===== src/design/cas_pkg.sv =====
// Functional notes
// - alternate input predivider low byte is read/write; ratio is value plus one
// - range selects: input B in bits 5:3, input A in 2:0, 7:6 reserved
// - input B active bit reads 1 only when selected and no signal loss
// - input A active bit reads 1 only when selected and no signal loss
// - bit 2 shows live signal loss of clock input B
// - bit 1 shows live signal loss of clock input A
// - bit 0 shows live signal loss of the crystal or external reference
// - bit 7 reads 1 while a coarse skew change is still applied
// - bit 6 reads 1 once holdover history holds enough valid samples
// - bit 2 shows live frequency offset alarm of clock input B
// - bit 1 shows live frequency offset alarm of clock input A
// - bit 0 reads 1 while the PLL is unlocked, 0 when locked
// - each loss, unlock and offset alarm has a sticky copy, cleared by writing 0, raising interrupt
package cas_pkg;

  // ---------------------------------------------------------------
  // register offsets
  // ---------------------------------------------------------------
  localparam logic [7:0] ADDR_INT_CTRL  = 8'h14;
  localparam logic [7:0] ADDR_PREDIV_LO = 8'h30;
  localparam logic [7:0] ADDR_RANGE     = 8'h37;
  localparam logic [7:0] ADDR_ACTIVE    = 8'h80;
  localparam logic [7:0] ADDR_LOS       = 8'h81;
  localparam logic [7:0] ADDR_STAT      = 8'h82;
  localparam logic [7:0] ADDR_LOS_FLAG  = 8'h83;
  localparam logic [7:0] ADDR_STAT_FLAG = 8'h84;
  localparam logic [7:0] ADDR_LOS_MASK  = 8'h8b;
  localparam logic [7:0] ADDR_STAT_MASK = 8'h8c;

  // ---------------------------------------------------------------
  // field positions
  // ---------------------------------------------------------------
  localparam int RANGE_W      = 3;
  localparam int RANGE_A_LSB  = 0;
  localparam int RANGE_B_LSB  = 3;
  localparam int STAT_FLD_LSB = 1;
  localparam int LOS_GROUP_N  = 3;

  // bit order of the synchronised alarm vector
  localparam int AL_REF_LOS   = 0;
  localparam int AL_A_LOS     = 1;
  localparam int AL_B_LOS     = 2;
  localparam int AL_UNLOCK    = 3;
  localparam int AL_A_OFFSET  = 4;
  localparam int AL_B_OFFSET  = 5;
  localparam int AL_SKEW_BUSY = 6;
  localparam int AL_HOLD_RDY  = 7;
  localparam int AL_A_SEL     = 8;
  localparam int AL_B_SEL     = 9;
  localparam int ALARM_W      = 10;
  localparam int STICKY_N     = 6;

  // ---------------------------------------------------------------
  // reset values
  // ---------------------------------------------------------------
  localparam logic [7:0]          PREDIV_LO_RST = 8'h00;
  localparam logic [RANGE_W-1:0]  RANGE_RST     = 3'h0;
  localparam logic [STICKY_N-1:0] MASK_RST      = 6'h3f;
  localparam logic                INT_EN_RST    = 1'b0;

endpackage : cas_pkg


===== src/design/cas_alarm_if.sv =====
// carries raw alarm levels into the synchroniser and the clean copy back
interface cas_alarm_if #(
  parameter int W = 10
);
  logic [W-1:0] raw;
  logic [W-1:0] synced;

  modport sync (input raw, output synced);
  modport user (output raw, input synced);
endinterface : cas_alarm_if


===== src/design/cas_regs.sv =====
// alarm status and input monitoring register bank
module cas_regs (
  // clock and reset
  input  wire logic       i_clk_sys,
  input  wire logic       i_nrst,
  // register access port
  input  wire logic [7:0] i_reg_addr,
  input  wire logic       i_reg_wr,
  input  wire logic [7:0] i_reg_wdata,
  input  wire logic       i_reg_rd,
  output logic      [7:0] o_reg_rdata,
  output logic            o_reg_rvalid,
  // live alarms from the monitors
  input  wire logic       i_reference_signal_loss,
  input  wire logic       i_input_a_signal_loss,
  input  wire logic       i_input_b_signal_loss,
  input  wire logic       i_pll_unlock,
  input  wire logic       i_input_a_offset,
  input  wire logic       i_input_b_offset,
  input  wire logic       i_coarse_skew_busy,
  input  wire logic       i_holdover_ready,
  // reference selection from the input switch
  input  wire logic       i_input_a_selected,
  input  wire logic       i_input_b_selected,
  // programmed settings
  output logic      [7:0] o_alt_input_predivider_low,
  output logic      [2:0] o_input_a_range_select,
  output logic      [2:0] o_input_b_range_select,
  // interrupt
  output logic            o_irq
);

  localparam int AW = cas_pkg::ALARM_W;
  localparam int SN = cas_pkg::STICKY_N;
  localparam int RW = cas_pkg::RANGE_W;

  // ---------------------------------------------------------------
  // address decode
  // ---------------------------------------------------------------
  function automatic logic hit(input logic [7:0] addr,
                               input logic [7:0] off);
    hit = (addr == off);
  endfunction

  wire logic wr_int_ctrl  = i_reg_wr & hit(i_reg_addr, cas_pkg::ADDR_INT_CTRL);
  wire logic wr_prediv    = i_reg_wr &
                            hit(i_reg_addr, cas_pkg::ADDR_PREDIV_LO);
  wire logic wr_range     = i_reg_wr & hit(i_reg_addr, cas_pkg::ADDR_RANGE);
  wire logic wr_los_flag  = i_reg_wr &
                            hit(i_reg_addr, cas_pkg::ADDR_LOS_FLAG);
  wire logic wr_stat_flag = i_reg_wr &
                            hit(i_reg_addr, cas_pkg::ADDR_STAT_FLAG);
  wire logic wr_los_mask  = i_reg_wr &
                            hit(i_reg_addr, cas_pkg::ADDR_LOS_MASK);
  wire logic wr_stat_mask = i_reg_wr &
                            hit(i_reg_addr, cas_pkg::ADDR_STAT_MASK);

  // ---------------------------------------------------------------
  // live alarm synchronisation
  // ---------------------------------------------------------------
  cas_alarm_if #(.W(AW)) alarm_bus ();

  // monitors run off the input clocks, so every level is retimed first
  assign alarm_bus.raw = {i_input_b_selected,
                          i_input_a_selected,
                          i_holdover_ready,
                          i_coarse_skew_busy,
                          i_input_b_offset,
                          i_input_a_offset,
                          i_pll_unlock,
                          i_input_b_signal_loss,
                          i_input_a_signal_loss,
                          i_reference_signal_loss};

  cas_sync #(.W(AW)) u_sync (
    .i_clk_sys (i_clk_sys),
    .i_nrst    (i_nrst),
    .bus       (alarm_bus.sync)
  );

  wire logic [AW-1:0] live = alarm_bus.synced;

  // a lost input can never count as the active reference
  wire logic act_a = live[cas_pkg::AL_A_SEL] &
                     ~live[cas_pkg::AL_A_LOS];
  wire logic act_b = live[cas_pkg::AL_B_SEL] &
                     ~live[cas_pkg::AL_B_LOS];

  // ---------------------------------------------------------------
  // writable settings
  // ---------------------------------------------------------------
  logic [7:0]    prediv_lo;
  logic [RW-1:0] range_a;
  logic [RW-1:0] range_b;
  logic [SN-1:0] mask;
  logic          int_en;
  logic [SN-1:0] flag;

  wire logic [7:0] next_prediv_lo = wr_prediv ? i_reg_wdata : prediv_lo;
  // bits 7:6 of the range word are dropped
  wire logic [RW-1:0] next_range_a =
    wr_range ? i_reg_wdata[cas_pkg::RANGE_A_LSB +: RW] : range_a;
  wire logic [RW-1:0] next_range_b =
    wr_range ? i_reg_wdata[cas_pkg::RANGE_B_LSB +: RW] : range_b;
  wire logic next_int_en = wr_int_ctrl ? i_reg_wdata[0] : int_en;
  wire logic [SN-1:0] next_mask =
    wr_los_mask  ? {mask[5:3], i_reg_wdata[2:0]} :
    wr_stat_mask ? {i_reg_wdata[3:1], mask[2:0]} : mask;

  always_ff @(posedge i_clk_sys) begin
    if (!i_nrst) begin
      prediv_lo <= cas_pkg::PREDIV_LO_RST;
      range_a   <= cas_pkg::RANGE_RST;
      range_b   <= cas_pkg::RANGE_RST;
      mask      <= cas_pkg::MASK_RST;
      int_en    <= cas_pkg::INT_EN_RST;
    end else begin
      prediv_lo <= next_prediv_lo;
      range_a   <= next_range_a;
      range_b   <= next_range_b;
      mask      <= next_mask;
      int_en    <= next_int_en;
    end
  end

  // ---------------------------------------------------------------
  // sticky alarm copies
  // ---------------------------------------------------------------
  logic [SN-1:0] next_flag;

  genvar gi;
  generate
    for (gi = 0; gi < SN; gi++) begin : g_flag
      localparam int WB = (gi < cas_pkg::LOS_GROUP_N) ? gi :
                          gi - cas_pkg::LOS_GROUP_N + cas_pkg::STAT_FLD_LSB;
      wire logic grp_wr = (gi < cas_pkg::LOS_GROUP_N) ? wr_los_flag :
                                                        wr_stat_flag;
      wire logic clr = grp_wr & ~i_reg_wdata[WB];
      // a live alarm in the clearing cycle keeps the flag set
      assign next_flag[gi] = live[gi] | (flag[gi] & ~clr);
    end
  endgenerate

  wire logic next_irq = int_en & (|(flag & ~mask));

  always_ff @(posedge i_clk_sys) begin
    if (!i_nrst) begin
      flag  <= '0;
      o_irq <= 1'b0;
    end else begin
      flag  <= next_flag;
      o_irq <= next_irq;
    end
  end

  // ---------------------------------------------------------------
  // read path
  // ---------------------------------------------------------------
  wire logic [7:0] rd_range  = {2'h0, range_b, range_a};
  wire logic [7:0] rd_active = {6'h0, act_b, act_a};
  wire logic [7:0] rd_los    = {5'h0,
                                live[cas_pkg::AL_B_LOS],
                                live[cas_pkg::AL_A_LOS],
                                live[cas_pkg::AL_REF_LOS]};
  wire logic [7:0] rd_stat   = {live[cas_pkg::AL_SKEW_BUSY],
                                live[cas_pkg::AL_HOLD_RDY],
                                3'h0,
                                live[cas_pkg::AL_B_OFFSET],
                                live[cas_pkg::AL_A_OFFSET],
                                live[cas_pkg::AL_UNLOCK]};
  wire logic [7:0] rd_lflag  = {5'h0, flag[2:0]};
  wire logic [7:0] rd_sflag  = {4'h0, flag[5:3], 1'b0};
  wire logic [7:0] rd_lmask  = {5'h0, mask[2:0]};
  wire logic [7:0] rd_smask  = {4'h0, mask[5:3], 1'b0};
  wire logic [7:0] rd_intc   = {7'h0, int_en};

  // unmapped offsets read as zero
  wire logic [7:0] rd_mux =
    hit(i_reg_addr, cas_pkg::ADDR_INT_CTRL)  ? rd_intc   :
    hit(i_reg_addr, cas_pkg::ADDR_PREDIV_LO) ? prediv_lo :
    hit(i_reg_addr, cas_pkg::ADDR_RANGE)     ? rd_range  :
    hit(i_reg_addr, cas_pkg::ADDR_ACTIVE)    ? rd_active :
    hit(i_reg_addr, cas_pkg::ADDR_LOS)       ? rd_los    :
    hit(i_reg_addr, cas_pkg::ADDR_STAT)      ? rd_stat   :
    hit(i_reg_addr, cas_pkg::ADDR_LOS_FLAG)  ? rd_lflag  :
    hit(i_reg_addr, cas_pkg::ADDR_STAT_FLAG) ? rd_sflag  :
    hit(i_reg_addr, cas_pkg::ADDR_LOS_MASK)  ? rd_lmask  :
    hit(i_reg_addr, cas_pkg::ADDR_STAT_MASK) ? rd_smask  : 8'h00;

  // data is held until the next read so software may sample it late
  always_ff @(posedge i_clk_sys) begin
    if (!i_nrst) begin
      o_reg_rdata  <= 8'h00;
      o_reg_rvalid <= 1'b0;
    end else begin
      o_reg_rvalid <= i_reg_rd;
      if (i_reg_rd) begin
        o_reg_rdata <= rd_mux;
      end
    end
  end

  // ---------------------------------------------------------------
  // settings outputs
  // ---------------------------------------------------------------
  always_ff @(posedge i_clk_sys) begin
    if (!i_nrst) begin
      o_alt_input_predivider_low <= cas_pkg::PREDIV_LO_RST;
      o_input_a_range_select     <= cas_pkg::RANGE_RST;
      o_input_b_range_select     <= cas_pkg::RANGE_RST;
    end else begin
      o_alt_input_predivider_low <= next_prediv_lo;
      o_input_a_range_select     <= next_range_a;
      o_input_b_range_select     <= next_range_b;
    end
  end

  // ---------------------------------------------------------------
  // assertions
  // ---------------------------------------------------------------
  property p_prediv_wr;
    @(posedge i_clk_sys) disable iff (!i_nrst)
    wr_prediv |=> o_alt_input_predivider_low == $past(i_reg_wdata);
  endproperty
  a_prediv_wr: assert property (p_prediv_wr)
    else $error("predivider low byte not written");

  property p_range_wr;
    @(posedge i_clk_sys) disable iff (!i_nrst)
    wr_range |=> o_input_b_range_select == $past(i_reg_wdata[5:3]) &&
                 o_input_a_range_select == $past(i_reg_wdata[2:0]);
  endproperty
  a_range_wr: assert property (p_range_wr)
    else $error("range select fields misplaced");

  property p_act_b;
    @(posedge i_clk_sys) disable iff (!i_nrst)
    (i_reg_rd && hit(i_reg_addr, cas_pkg::ADDR_ACTIVE) &&
     live[cas_pkg::AL_B_LOS]) |=> !o_reg_rdata[1];
  endproperty
  a_act_b: assert property (p_act_b)
    else $error("lost input b shown active");

  property p_act_a;
    @(posedge i_clk_sys) disable iff (!i_nrst)
    (i_reg_rd && hit(i_reg_addr, cas_pkg::ADDR_ACTIVE) &&
     live[cas_pkg::AL_A_SEL] && !live[cas_pkg::AL_A_LOS]) |=> o_reg_rdata[0];
  endproperty
  a_act_a: assert property (p_act_a)
    else $error("selected input a not shown active");

  property p_los_read;
    @(posedge i_clk_sys) disable iff (!i_nrst)
    (i_reg_rd && hit(i_reg_addr, cas_pkg::ADDR_LOS)) |=>
      o_reg_rvalid && o_reg_rdata == {5'h0, $past(live[2:0])};
  endproperty
  a_los_read: assert property (p_los_read)
    else $error("signal loss status read wrong");

  property p_stat_read;
    @(posedge i_clk_sys) disable iff (!i_nrst)
    (i_reg_rd && hit(i_reg_addr, cas_pkg::ADDR_STAT)) |=>
      o_reg_rdata[7] == $past(live[cas_pkg::AL_SKEW_BUSY]) &&
      o_reg_rdata[6] == $past(live[cas_pkg::AL_HOLD_RDY]) &&
      o_reg_rdata[5:3] == 3'h0 &&
      o_reg_rdata[2:0] == $past(live[5:3]);
  endproperty
  a_stat_read: assert property (p_stat_read)
    else $error("pll and offset status read wrong");

  property p_sticky_set;
    @(posedge i_clk_sys) disable iff (!i_nrst)
    live[cas_pkg::AL_UNLOCK] [*2] |-> ##1 flag[cas_pkg::AL_UNLOCK] [*2];
  endproperty
  a_sticky_set: assert property (p_sticky_set)
    else $error("unlock flag not held");

  property p_irq;
    @(posedge i_clk_sys) disable iff (!i_nrst)
    (int_en && |(flag & ~mask)) |=> o_irq;
  endproperty
  a_irq: assert property (p_irq)
    else $error("interrupt not raised for unmasked flag");

  property p_ro_write;
    @(posedge i_clk_sys) disable iff (!i_nrst)
    (i_reg_wr && (hit(i_reg_addr, cas_pkg::ADDR_ACTIVE) ||
                  hit(i_reg_addr, cas_pkg::ADDR_STAT))) |=>
      $stable(o_alt_input_predivider_low) &&
      $stable(o_input_a_range_select) && $stable(o_input_b_range_select);
  endproperty
  a_ro_write: assert property (p_ro_write)
    else $error("write to read-only register changed a setting");

endmodule // cas_regs


===== src/design/cas_sync.sv =====
// two-flop synchroniser for the live alarm and selection levels
module cas_sync #(
  parameter int W = 10
) (
  // clock and reset
  input  wire logic  i_clk_sys,
  input  wire logic  i_nrst,
  // alarm levels
  cas_alarm_if.sync  bus
);

  logic [W-1:0] stage1;
  logic [W-1:0] stage2;

  // stage1 feeds stage2 only; nothing else may look at it
  always_ff @(posedge i_clk_sys) begin
    if (!i_nrst) begin
      stage1 <= '0;
      stage2 <= '0;
    end else begin
      stage1 <= bus.raw;
      stage2 <= stage1;
    end
  end

  assign bus.synced = stage2;

endmodule // cas_sync


===== config.mk =====
export PLATFORM = sky130hd
export DESIGN_NAME = cas_regs
export DESIGN_NICKNAME = d
export VERILOG_FILES = /design/src/design/cas_pkg.sv /design/src/design/cas_alarm_if.sv /design/src/design/cas_regs.sv /design/src/design/cas_sync.sv
export SDC_FILE = /design/constraint.sdc
export NUM_CORES = 1
export LEC_CHECK = 0
export BUFFER_PORTS_ARGS = -buffer_cell sky130_fd_sc_hd__buf_2
export CAP_MARGIN = 5
export CORE_ASPECT_RATIO = 0.6
export CORE_MARGIN = 2
export CORE_UTILIZATION = 45
export CTS_CLUSTER_DIAMETER = 100
export DETAILED_ROUTE_END_ITERATION = 16
export GPL_ROUTABILITY_DRIVEN = 0
export PLACE_DENSITY = 0.76
export SYNTH_ARGS = -nofsm -noshare
export SYNTH_HDL_FRONTEND = slang
export SYNTH_HIERARCHICAL = 1
export SYNTH_SLANG_ARGS = --single-unit

===== constraint.sdc =====
create_clock -name i_clk_sys -period 3.96 [get_ports i_clk_sys]
set_clock_uncertainty 0.05 [all_clocks]
set_input_delay 0.396 -clock i_clk_sys [delete_from_list [all_inputs] [get_ports i_clk_sys]]
set_output_delay 0.396 -clock i_clk_sys [all_outputs]
set_load 0.05 [all_outputs]

Word level (Yosys, flattened, before mapping)
Index checks and enable logic that the tools add are counted.

Bits in registers: 57. Latch bits: 0. Memory bits (writable): 0. ROM bits: 0. Bits of input ports: 30. Output and inout port bits: 24. Word-level logic and storage cells: 78. Memories kept: 0.

$add $sub $neg: 0. $mul: 0. Divide/modulo/power cells: 0. $lt $le $gt $ge: 0. Equality and inequality tests: 10. Shift operators: 0. Muxes and demuxes: 11. Bitwise logic cells: 43. Reductions and logical operators: 2.

Operators by type and width (count): $eq A8 B8 Y1 const B (7); $mux W8 (6); $and A1 B1 Y1 (22); $eq A8 B6 Y1 const B (2); $mux W4 (4); $not A1 Y1 (13); $eq A8 B5 Y1 const B (1); $and A6 B6 Y6 (1); $not A6 Y6 (1); $or A1 B1 Y1 (6); $reduce_or A6 Y1 (1); $mux W3 (1); $reduce_and A2 Y1 (1).

Logic depth before layout (Yosys ltp)
Gate-level depths: netlist of run 1.

Depth after elaboration: 11. Mapped depth: 7.

Modules after synthesis
The synthesis of run 1 kept the hierarchy.

Modules (own cells, without submodules): cas_regs (times used 1, cells each 226, area each 1963.1 um2, seq. area each 740.7 um2); cas_sync (times used 1, cells each 42, area each 561.8 um2, seq. area each 400.4 um2).

Least setup slack after synthesis of run 1
No wires, ideal clock.

Kind: in2reg. From: input port i_reg_addr[4]. To: register flag[0]. Library setup time: 115 ps. Data arrival time: 1661 ps. Required time: 3795 ps. Setup slack: 2135 ps. Stages on the path: 5. Cell sequence: or4b_4 > nor3_4 > nand4_1 > o21a_1 > o21a_1.

Word-level cells in the longest chain between the ends: 6.

Ends and longest elaborated chain: start, declared (RTL line cas_regs.sv:7) `input wire logic [7:0] i_reg_addr,`; $eq A8 B8 Y1 (RTL line cas_regs.sv:42) `hit = (addr == off);`; $and A1 B1 Y1 (RTL line cas_regs.sv:49) `wire logic wr_los_flag = i_reg_wr &`; $and A1 B1 Y1 (RTL line cas_regs.sv:138) `wire logic clr = grp_wr & ~i_reg_wdata[WB];`; $not A1 Y1 (RTL line cas_regs.sv:140) `assign next_flag[gi] = live[gi] | (flag[gi] & ~clr);`; $and A1 B1 Y1 (RTL line cas_regs.sv:140); $or A1 B1 Y1 (RTL line cas_regs.sv:140); end signal, assigned (RTL line cas_regs.sv:151) `flag <= next_flag;`; end, declared (RTL line cas_regs.sv:97) `logic [SN-1:0] flag;`.

No other way between the ends. A chain may end at the register's enable or synchronous reset.

Final worst setup path of run 1
From: input port i_reg_addr[3]. To: register prediv_lo[1].

Word-level cells in the longest chain between the ends: 2.

Ends and longest elaborated chain: $eq A8 B6 Y1 (RTL line cas_regs.sv:42); $and A1 B1 Y1 (RTL line cas_regs.sv:46) `wire logic wr_prediv = i_reg_wr &`; end signal, assigned (RTL line cas_regs.sv:112) `prediv_lo <= cas_pkg::PREDIV_LO_RST;`; end signal, assigned (RTL line cas_regs.sv:118) `prediv_lo <= next_prediv_lo;`; end, declared (RTL line cas_regs.sv:92) `logic [7:0] prediv_lo;`.

No other way between the ends.

==> results of run 1 <==
## logic make-up (layout without fill, tap and decap cells)
| kind of cell | Yosys count | after routing |
|---|---|---|
| DFF | 57 | 57 |
| buffers and inverters | 26 | 80 |
| muxes | 12 | 12 |
| AOI/OAI and AO/OA | 64 | 64 |
| and+or+nand+nor | 109 | 109 |
## cells in the mapped netlist, types with 2 or more instances
cell and instances:
sky130_fd_sc_hd__o31ai_1 2, sky130_fd_sc_hd__a32oi_1 2, sky130_fd_sc_hd__and2_2 12, sky130_fd_sc_hd__a211oi_1 3
sky130_fd_sc_hd__o21ai_0 10, sky130_fd_sc_hd__and2_1 12, sky130_fd_sc_hd__a32o_1 2, sky130_fd_sc_hd__a311oi_1 2
sky130_fd_sc_hd__o21a_1 8, sky130_fd_sc_hd__clkbuf_1 6, sky130_fd_sc_hd__buf_2 6, sky130_fd_sc_hd__nor2b_1 12
sky130_fd_sc_hd__buf_6 3, sky130_fd_sc_hd__dfxtp_1 57, sky130_fd_sc_hd__o211a_1 2, sky130_fd_sc_hd__nand3_1 15
sky130_fd_sc_hd__nand2_1 29, sky130_fd_sc_hd__nor4b_1 2, sky130_fd_sc_hd__nand2b_1 4, sky130_fd_sc_hd__a21oi_1 4
sky130_fd_sc_hd__nor2_1 6, sky130_fd_sc_hd__inv_1 10, sky130_fd_sc_hd__nand4_1 4, sky130_fd_sc_hd__mux2i_1 12
sky130_fd_sc_hd__a22oi_1 3, sky130_fd_sc_hd__a21boi_0 9, sky130_fd_sc_hd__a222oi_1 2, sky130_fd_sc_hd__o22ai_1 6
## state kept, by name, indices dropped and copies added, names as in the netlist
register           count
o_reg_rdata            8
o_irq                  1
mask                   6
range_b                3
o_reg_rvalid           1
int_en                 1
flag                   6
range_a                3
prediv_lo              8
u_sync/stage1         10
u_sync/bus.synced     10
## power groups by stage
stage	sequential [mW]	combinational (mW)	clock [mW]
after floorplan	0.616	0.0562	0
after global placement	0.609	0.0977	0
after detailed placement	0.609	0.0988	0
after CTS	0.596	0.0992	0.564
after global routing	0.597	0.109	0.588
final	0.596	0.101	0.549
## worst reg2reg max path, delay by kind of cell, from the launching register on
kind / cells / cell delay, ns
compound gates: 4 / 0.91
flops: 1 / 0.37
simple gates: 1 / 0.07
## per-stage QoR
step	hold slack, ns	instance area [sq um]	cells
2_1_floorplan	0.362	2520	268
3_3_place_gp	0.368	2790	375
3_5_place_dp	0.374	2790	375
4_1_cts	0.177	2990	391
5_1_grt	0.187	2990	391
6_report	0.196	2990	391
## metal layers
| metal | GRT usage, % | wire length [um] | up-vias |
|---|---|---|---|
| met4 | 7.83 | 102 | 0 |
| met5 | 0 | 0 | - |
| li1 | - | - | 1056 |
| met3 | 8.50 | 592 | 11 |
| met1 | 29.5 | 3020 | 1002 |
| met2 | 27.5 | 2430 | 109 |
## cell type report
class	instances	share of cell area [%]
Clock inverter	6	2.21
Inverter	10	1.25
Tap cell	69	2.88
Clock buffer	10	4.60
Multi-Input combinational cell	185	41.8
Sequential cell	57	38.1
Timing Repair Buffer	54	9.11
## final timing paths
check                                   startpoint                    to  slack (ns)  cells after the start
worst min register to register    u_sync/stage1[6]  u_sync/bus.synced[6]        0.39                      1
worst max register to register             flag[2]        o_reg_rdata[2]        2.51                      5
worst min-delay path            i_input_a_selected      u_sync/stage1[8]        0.20                      2
worst max-delay path                 i_reg_addr[3]          prediv_lo[1]        1.97                      6
==> run summary, run 1 <==
The initial antenna violation count is 0, and the total via count in the routed design is 2178. During synthesis, Yosys emitted a total of 6 warnings. The endpoint class of the critical path is a flop.

The logs give 6250 sq um for the floorplan die area and 0 for the residual overflow from global routing. The clock sink count was 57; the post-synthesis average cell area was 9.42 sq um. The highest ir drop seen on vdd came out at 0.000303 V. Total power after layout: 1.25 mW. The floorplan has 21 rows. Gates resized during post-CTS repair numbered 0. The multi-input combinational cells in the finished layout cover a total of 1250 sq um. The total routed wirelength came out at 6.15 mm. The run finished with clean final reports.

In the routed design, unresolved DRC markers number 0. Counting I/O delays and the setup requirement, the final critical path takes 1.99 ns. Compared with the post-synthesis result, the final layout area differs by 18.6%. The number of routed nets with antenna violations is 0. Clock-pin slew was measured on the worst setup and hold paths at 0.06 ns. Adder-cell share of the synthesized area: 0%. The category of the most critical setup path is input pin to flop.

The net count of the finished layout is 347. At the end of the flow the core is filled with cells to 54.5%. The critical-path maximum fanout is 16. For the count of distinct cell types in the synthesized netlist, the log shows 51. The most common library cell in the layout ignoring fill and taps was sky130_fd_sc_hd__dfxtp_1.

The number of enable flip-flop cells after synthesis is 0, and the die height is 62.0 um. At the worst endpoint, the required time is 4.14 ns. The tools report the DRC marker count from the first detailed-route iteration as 204. Grouping stages by cell kind, the critical path spends the most delay in simple AND/OR/NAND/NOR gates.

The worst slew margin relative to its limit came out at 50.2%. Once detailed placement completed, the half-perimeter wirelength came to 4.35 mm. In this run, flip-flops and latches consume 47.8% of the power. Combinational logic burns 8.1% of the power. In this run the number of H-tree levels came out at 3. The routed length per instance was 15.7 um. Startpoint class of the critical path: an input pin.

On the critical path, the stage with the largest delay is an instance of sky130_fd_sc_hd__nor4_4. The share of the synthesized area in compound gates (AO/OA/AOI/OAI) is 18.4%. TritonCTS built the clock tree. Once the floorplan was initialized, standard cells occupied 46.0% of the core. After detailed routing, the number of vias per cell comes to 5.57.

The first global-routing pass estimated 9.34 mm of wire. For this run, the slowest stage of the critical path takes 0.54 ns. The internal power of the cells totals 0.934 mW. Synthesis produced a netlist with a net count of 298. Number of failing hold endpoints at the final stage: 0.

The largest family of logic cells by synthesized area is simple AND/OR/NAND/NOR gates. The core region is 5490 sq um. In this run the count of I/O pins placed on the die edge is 54. The run gives 0 as the post-CTS setup repair buffer count. Sorting the synthesized cells by area gives the leading types as sky130_fd_sc_hd__dfxtp_1 (45%), sky130_fd_sc_hd__mux2i_1 (4.8%), sky130_fd_sc_hd__nand2_1 (4.3%). Width of the die: 101 um.

In this run the worst hold path is classified as input pin to flop. The run gives 0 ns as the setup TNS after final layout. The root cell of the clock tree is sky130_fd_sc_hd__clkbuf_8. Net switching is 25.0% of the power. The cell taking the most area after synthesis was sky130_fd_sc_hd__dfxtp_1.

The worst path meets setup with 1.97 ns of slack. The synthesized netlist devotes 26.4% of its cell area to simple gates. The share of total power dissipated in the clock network is 44.0%. Leaving out fill and tap cells, the most frequent cells in the layout are sky130_fd_sc_hd__dfxtp_1 (57), sky130_fd_sc_hd__buf_2 (53), sky130_fd_sc_hd__nand2_1 (29).

Measured against the total synthesized area, the mux share comes to 4.76%. The run gives 2520 sq um as the total standard cell area after synthesis. The area share of the largest cell type after synthesis works out to 45.2%. In this run the tool buffered the top-level ports with 53 buffer cells. Counting the buffers created by CTS gives 9. After clock tree synthesis, the flow added hold-fix buffers numbering 0. For this design the static power due to leakage is 1.29 nW. The cell repeated most along the worst path was sky130_fd_sc_hd__nand2_1. Cells with a size suffix above 1 make up 27.6% of the layout. For the max-slew violation total from the final report, the log shows 0. The run gives 0.34 ns as the latest clock arrival within the worst-skew pair. Traced cell by cell, the critical path runs through buf_2 -> nor4_4 -> and3_1 -> nand2_1 -> nand2_1 -> a21boi_0. At the pin with the least slew margin, the transition time is 0.737 ns.

Across every metal layer, demand over resource in global routing totals 20.7%. The number of buffers and inverters on the critical path was 1; the xor and xnor fraction of the mapped netlist area was 0%. The count of antenna diodes in the layout is 0, and the via count of the first global-routing pass is 1811. The sequential cell area was 1140 sq um; the maximum achievable frequency was 0.503 GHz. Setup repair after global routing left no endpoint under its margin. Counting flops with an async set or reset pin after synthesis yields a share of 0%. Deepest clock path buffer count: 2. The detailed-routing iteration count for the pre-antenna-repair pass is 5, and the pin count of the biggest net entering global routing is 57.

The run gives 0 as the final-report setup violation count. The instance count of the mapped netlist came out at 268. The share of synthesized area occupied by flip-flops and latches is 45.2%. The power density over cell area was 416 nW/um^2; the worst-case setup slack after placement was 1.64 ns. After layout, the worst path uses 50.2% of the clock period. Counting the fill cells in the layout gives 498. The prevailing post-synth register cell is sky130_fd_sc_hd__dfxtp_1.

For this design the total switching power over the nets is 0.312 mW. The number of flip-flops and latches in the synthesized netlist was 57. Across the run, the number of max-cap violations was 0. Data on the critical path arrives at its endpoint at 2.16 ns.
(Power assumes the default switching activity.)
==> run 2, diff against run 1 <==
==> constraint.sdc (replaced) <==
create_clock -name i_clk_sys -period 2 [get_ports i_clk_sys]
set_clock_uncertainty 0.05 [all_clocks]
set_input_delay 0.2 -clock i_clk_sys [delete_from_list [all_inputs] [get_ports i_clk_sys]]
set_output_delay 0.2 -clock i_clk_sys [all_outputs]
set_load 0.05 [all_outputs]
==> run 2 against run 1 <==
Net effect: cell count is 2.3% higher; critical endpoint is now o_reg_rdata[1]; core utilization is 1.6 points higher; power is 110% higher; largest power group unchanged; sequential share of layout area is 1.1 points lower; clock power is 110% higher; flip-flop and latch count stayed put; highest routed layer unchanged.
==> run summary, run 2 (synthesis results as in run 1) <==
The logs give 21.6% (was 20.7%) for the all-layer global routing usage and 0.593 mW (was 0.312 mW) for the total net switching power. The width of the die is 101 um (unchanged), and the initial cell density of the core is 46.0% (unchanged). The layout-stage area growth over the synthesis result is 22.1% (was 18.6%).

The tools report the beginning of the critical path as i_reg_addr[4] (was i_reg_addr[3]). The path depth of the worst reg2reg path is 5 (unchanged). The tools report the setup TNS after final layout as 0 ns (unchanged). The tools report the count of antenna diodes in the layout as 0 (unchanged). Highest metal layer used by the detailed router: met4 (unchanged).

The run gives 2840 sq um (was 2790 sq um) as the cell area after placement. Final-report setup violation count: 0 (unchanged). The most common library cell in the layout ignoring fill and taps is sky130_fd_sc_hd__dfxtp_1 (unchanged).

Via count of the first global-routing pass: 2011 (was 1811). The critical-path maximum fanout is 8 (was 16), and the net count of the finished layout is 356 (was 347). Combinational cell fraction of total power: 8.1% (about the same). Counting I/O delays and the setup requirement, the final critical path takes 1.57 ns. The share of total power in sequential cells is 45.9% (was 47.8%).

The layout filler cell count is 503 (was 498). The termination of the worst setup path is o_reg_rdata[1] (was prediv_lo[1]). The DRC marker count from the first detailed-route iteration came out at 226 (was 204).

The number of H-tree levels was 3 (unchanged). The count of standard-cell rows came out at 21 (unchanged). Setup repair after global routing left no endpoint under its margin. The total via count in the routed design came out at 2229 (was 2178).

The run gives 0.0106 ns (was 0.196 ns) as the worst hold slack across all endpoints. The tools report the startpoint of the lowest-slack register-to-register path as mask[1] (was flag[2]). For the maximum achievable frequency, the log shows 0.636 GHz. For the number of routed nets with antenna violations, the log shows 0 (unchanged).

TritonCTS built the clock tree. The design internal power was 1.98 mW (was 0.934 mW); the initial antenna violation count was 0 (unchanged). The logs give 0 (unchanged) for the DRC violation count after routing and 70.0% (was 50.2%) for the worst slew margin relative to its limit. The number of failing hold endpoints at the final stage is 0 (unchanged). The logs give 2 (unchanged) for the deepest clock path buffer count and 57 (unchanged) for the clock sink count. The run finished with clean final reports. The startpoint class of the critical path was an input pin (unchanged).

The number of clock buffers inserted by TritonCTS was 9 (unchanged); the power share of the clock group was 46.0% (was 44.0%). The pin count of the biggest net entering global routing came out at 57 (unchanged). The root cell of the clock tree is sky130_fd_sc_hd__clkbuf_8 (unchanged). The clock-pin slew of the registers on the worst-case setup and hold paths was 0.07 ns (was 0.06 ns).

The endpoint of the worst register-to-register path is o_reg_rdata[1] (was o_reg_rdata[2]). Data arrival time of the critical path: 1.75 ns (was 2.16 ns). The die height is 62.0 um (unchanged). Total non-filler cell area in the finished layout: 3080 sq um (was 2990 sq um). The number of buffers added on ports was 53 (unchanged); the max-capacitance violation count was 0 (unchanged). The power density over cell area came out at 835 nW/um^2 (was 416 nW/um^2). The category of the most critical setup path was input pin to flop (unchanged). The met3 wire length was 693 um (was 592 um); the routed length on met2 was 2.52 mm (was 2.43 mm).

The transition time at the pin with the least slew margin was 0.450 ns (was 0.737 ns). The latest clock arrival within the worst-skew pair was 0.34 ns (about the same). The tools report the residual overflow from global routing as 0 (unchanged).

The per-cell via count in the routed design was 5.57 (about the same); the detailed-routing iteration count for the pre-antenna-repair pass was 5 (unchanged). The highest ir drop seen on vdd was 0.000566 V (was 0.000303 V). The critical path data required time was 2.17 ns (was 4.14 ns); the post-route clock period utilization was 78.7%. The fraction of final layout cells with drive strength greater than 1 works out to 28.7% (was 27.6%).

For the leakage power, the log shows 1.36 nW (was 1.29 nW). The final HPWL from detailed placement is 4.51 mm (was 4.35 mm). The routed length per instance was 15.8 um (was 15.7 um). For the floorplan die area, the log shows 6250 sq um (unchanged).

Endpoint class of the critical path: a flop (unchanged). The final core area utilization was 56.1% (was 54.5%); the met1 routed wirelength after detailed routing was 2.95 mm (was 3.02 mm). For the total core area, the log shows 5490 sq um (unchanged). Number of top-level pins: 54 (unchanged). Type of the worst min-delay path: input pin to flop (unchanged). Reg2reg setup slack: 0.54 ns (was 2.51 ns).

The tools report the total routed wirelength as 6.34 mm (was 6.15 mm). The wire length of the first global-routing pass is 9.95 mm (was 9.34 mm). The switching fraction of total power works out to 23.0% (was 25.0%). Highest-count cells in the layout ignoring fill and taps: sky130_fd_sc_hd__dfxtp_1 (57), sky130_fd_sc_hd__buf_2 (53), sky130_fd_sc_hd__nand2_1 (29) (unchanged).

The tools report the max-slew violation total from the final report as 0 (unchanged).
-- run 2: layer usage --
metal | vias up | GRT usage (%)
met5 | - | 0
met1 | 1005 | 30.1
met2 | 128 | 30.2
met3 | 25 | 7.16
li1 | 1071 | -
met4 | 0 | 9.98
-- run 2: what timing repair did --
item,in CTS,in global routing
endpoints found under the hold margin,2,0
setup endpoints to repair,0,0
setup buffers,0,0
gates resized for setup,0,0
hold buffers,2,0
-- run 2: worst min-delay path by stage --
stage	from	end	slack, ns	cells past startpoint
detailed placement	i_input_a_selected	u_sync/stage1[8]	0.35	2
floorplan	i_input_a_selected	u_sync/stage1[8]	0.27	1
global route	i_coarse_skew_busy	u_sync/stage1[6]	0.006	2
global placement	i_input_a_selected	u_sync/stage1[8]	0.35	2
finish	i_coarse_skew_busy	u_sync/stage1[6]	0.01	2
CTS	i_input_a_offset	u_sync/stage1[4]	0.003	2
-- run 2: critical path, cell delays in order --
cell,delay [ns]
sky130_fd_sc_hd__buf_2,0.11
sky130_fd_sc_hd__or4b_4,0.59
sky130_fd_sc_hd__nor3_4,0.28
sky130_fd_sc_hd__a311oi_1,0.15
sky130_fd_sc_hd__a311oi_1,0.29
sky130_fd_sc_hd__o22ai_1,0.11
-- run 2: layout make-up --
| class | instances | area [sq um] | area share (%) |
|---|---|---|---|
| Clock inverter | 5 | 78.8 | 2.56 |
| Multi-Input combinational cell | 185 | 1250 | 40.6 |
| Sequential cell | 57 | 1140 | 37.0 |
| Tap cell | 69 | 86.3 | 2.80 |
| Clock buffer | 11 | 141 | 4.59 |
| Timing Repair Buffer | 63 | 345 | 11.2 |
| Inverter | 10 | 37.5 | 1.22 |
-- run 2: through the flow --
stage / power [mW] / setup WS (ns) / cells
floorplan: 1.33 / 0.371 / 268
global placement: 1.40 / 0.156 / 382
detailed placement: 1.41 / 0.0958 / 382
CTS: 2.59 / 0.464 / 400
global route: 2.67 / 0.382 / 400
finish: 2.57 / 0.427 / 400
-- run 2: power groups by stage --
| stage | logic (mW) | clock network [mW] | registers, mW |
|---|---|---|---|
| 2_1_floorplan | 0.111 | 0 | 1.22 |
| 3_3_place_gp | 0.198 | 0 | 1.21 |
| 3_5_place_dp | 0.203 | 0 | 1.21 |
| 4_1_cts | 0.207 | 1.21 | 1.18 |
| 5_1_grt | 0.229 | 1.25 | 1.18 |
| 6_report | 0.209 | 1.18 | 1.18 |
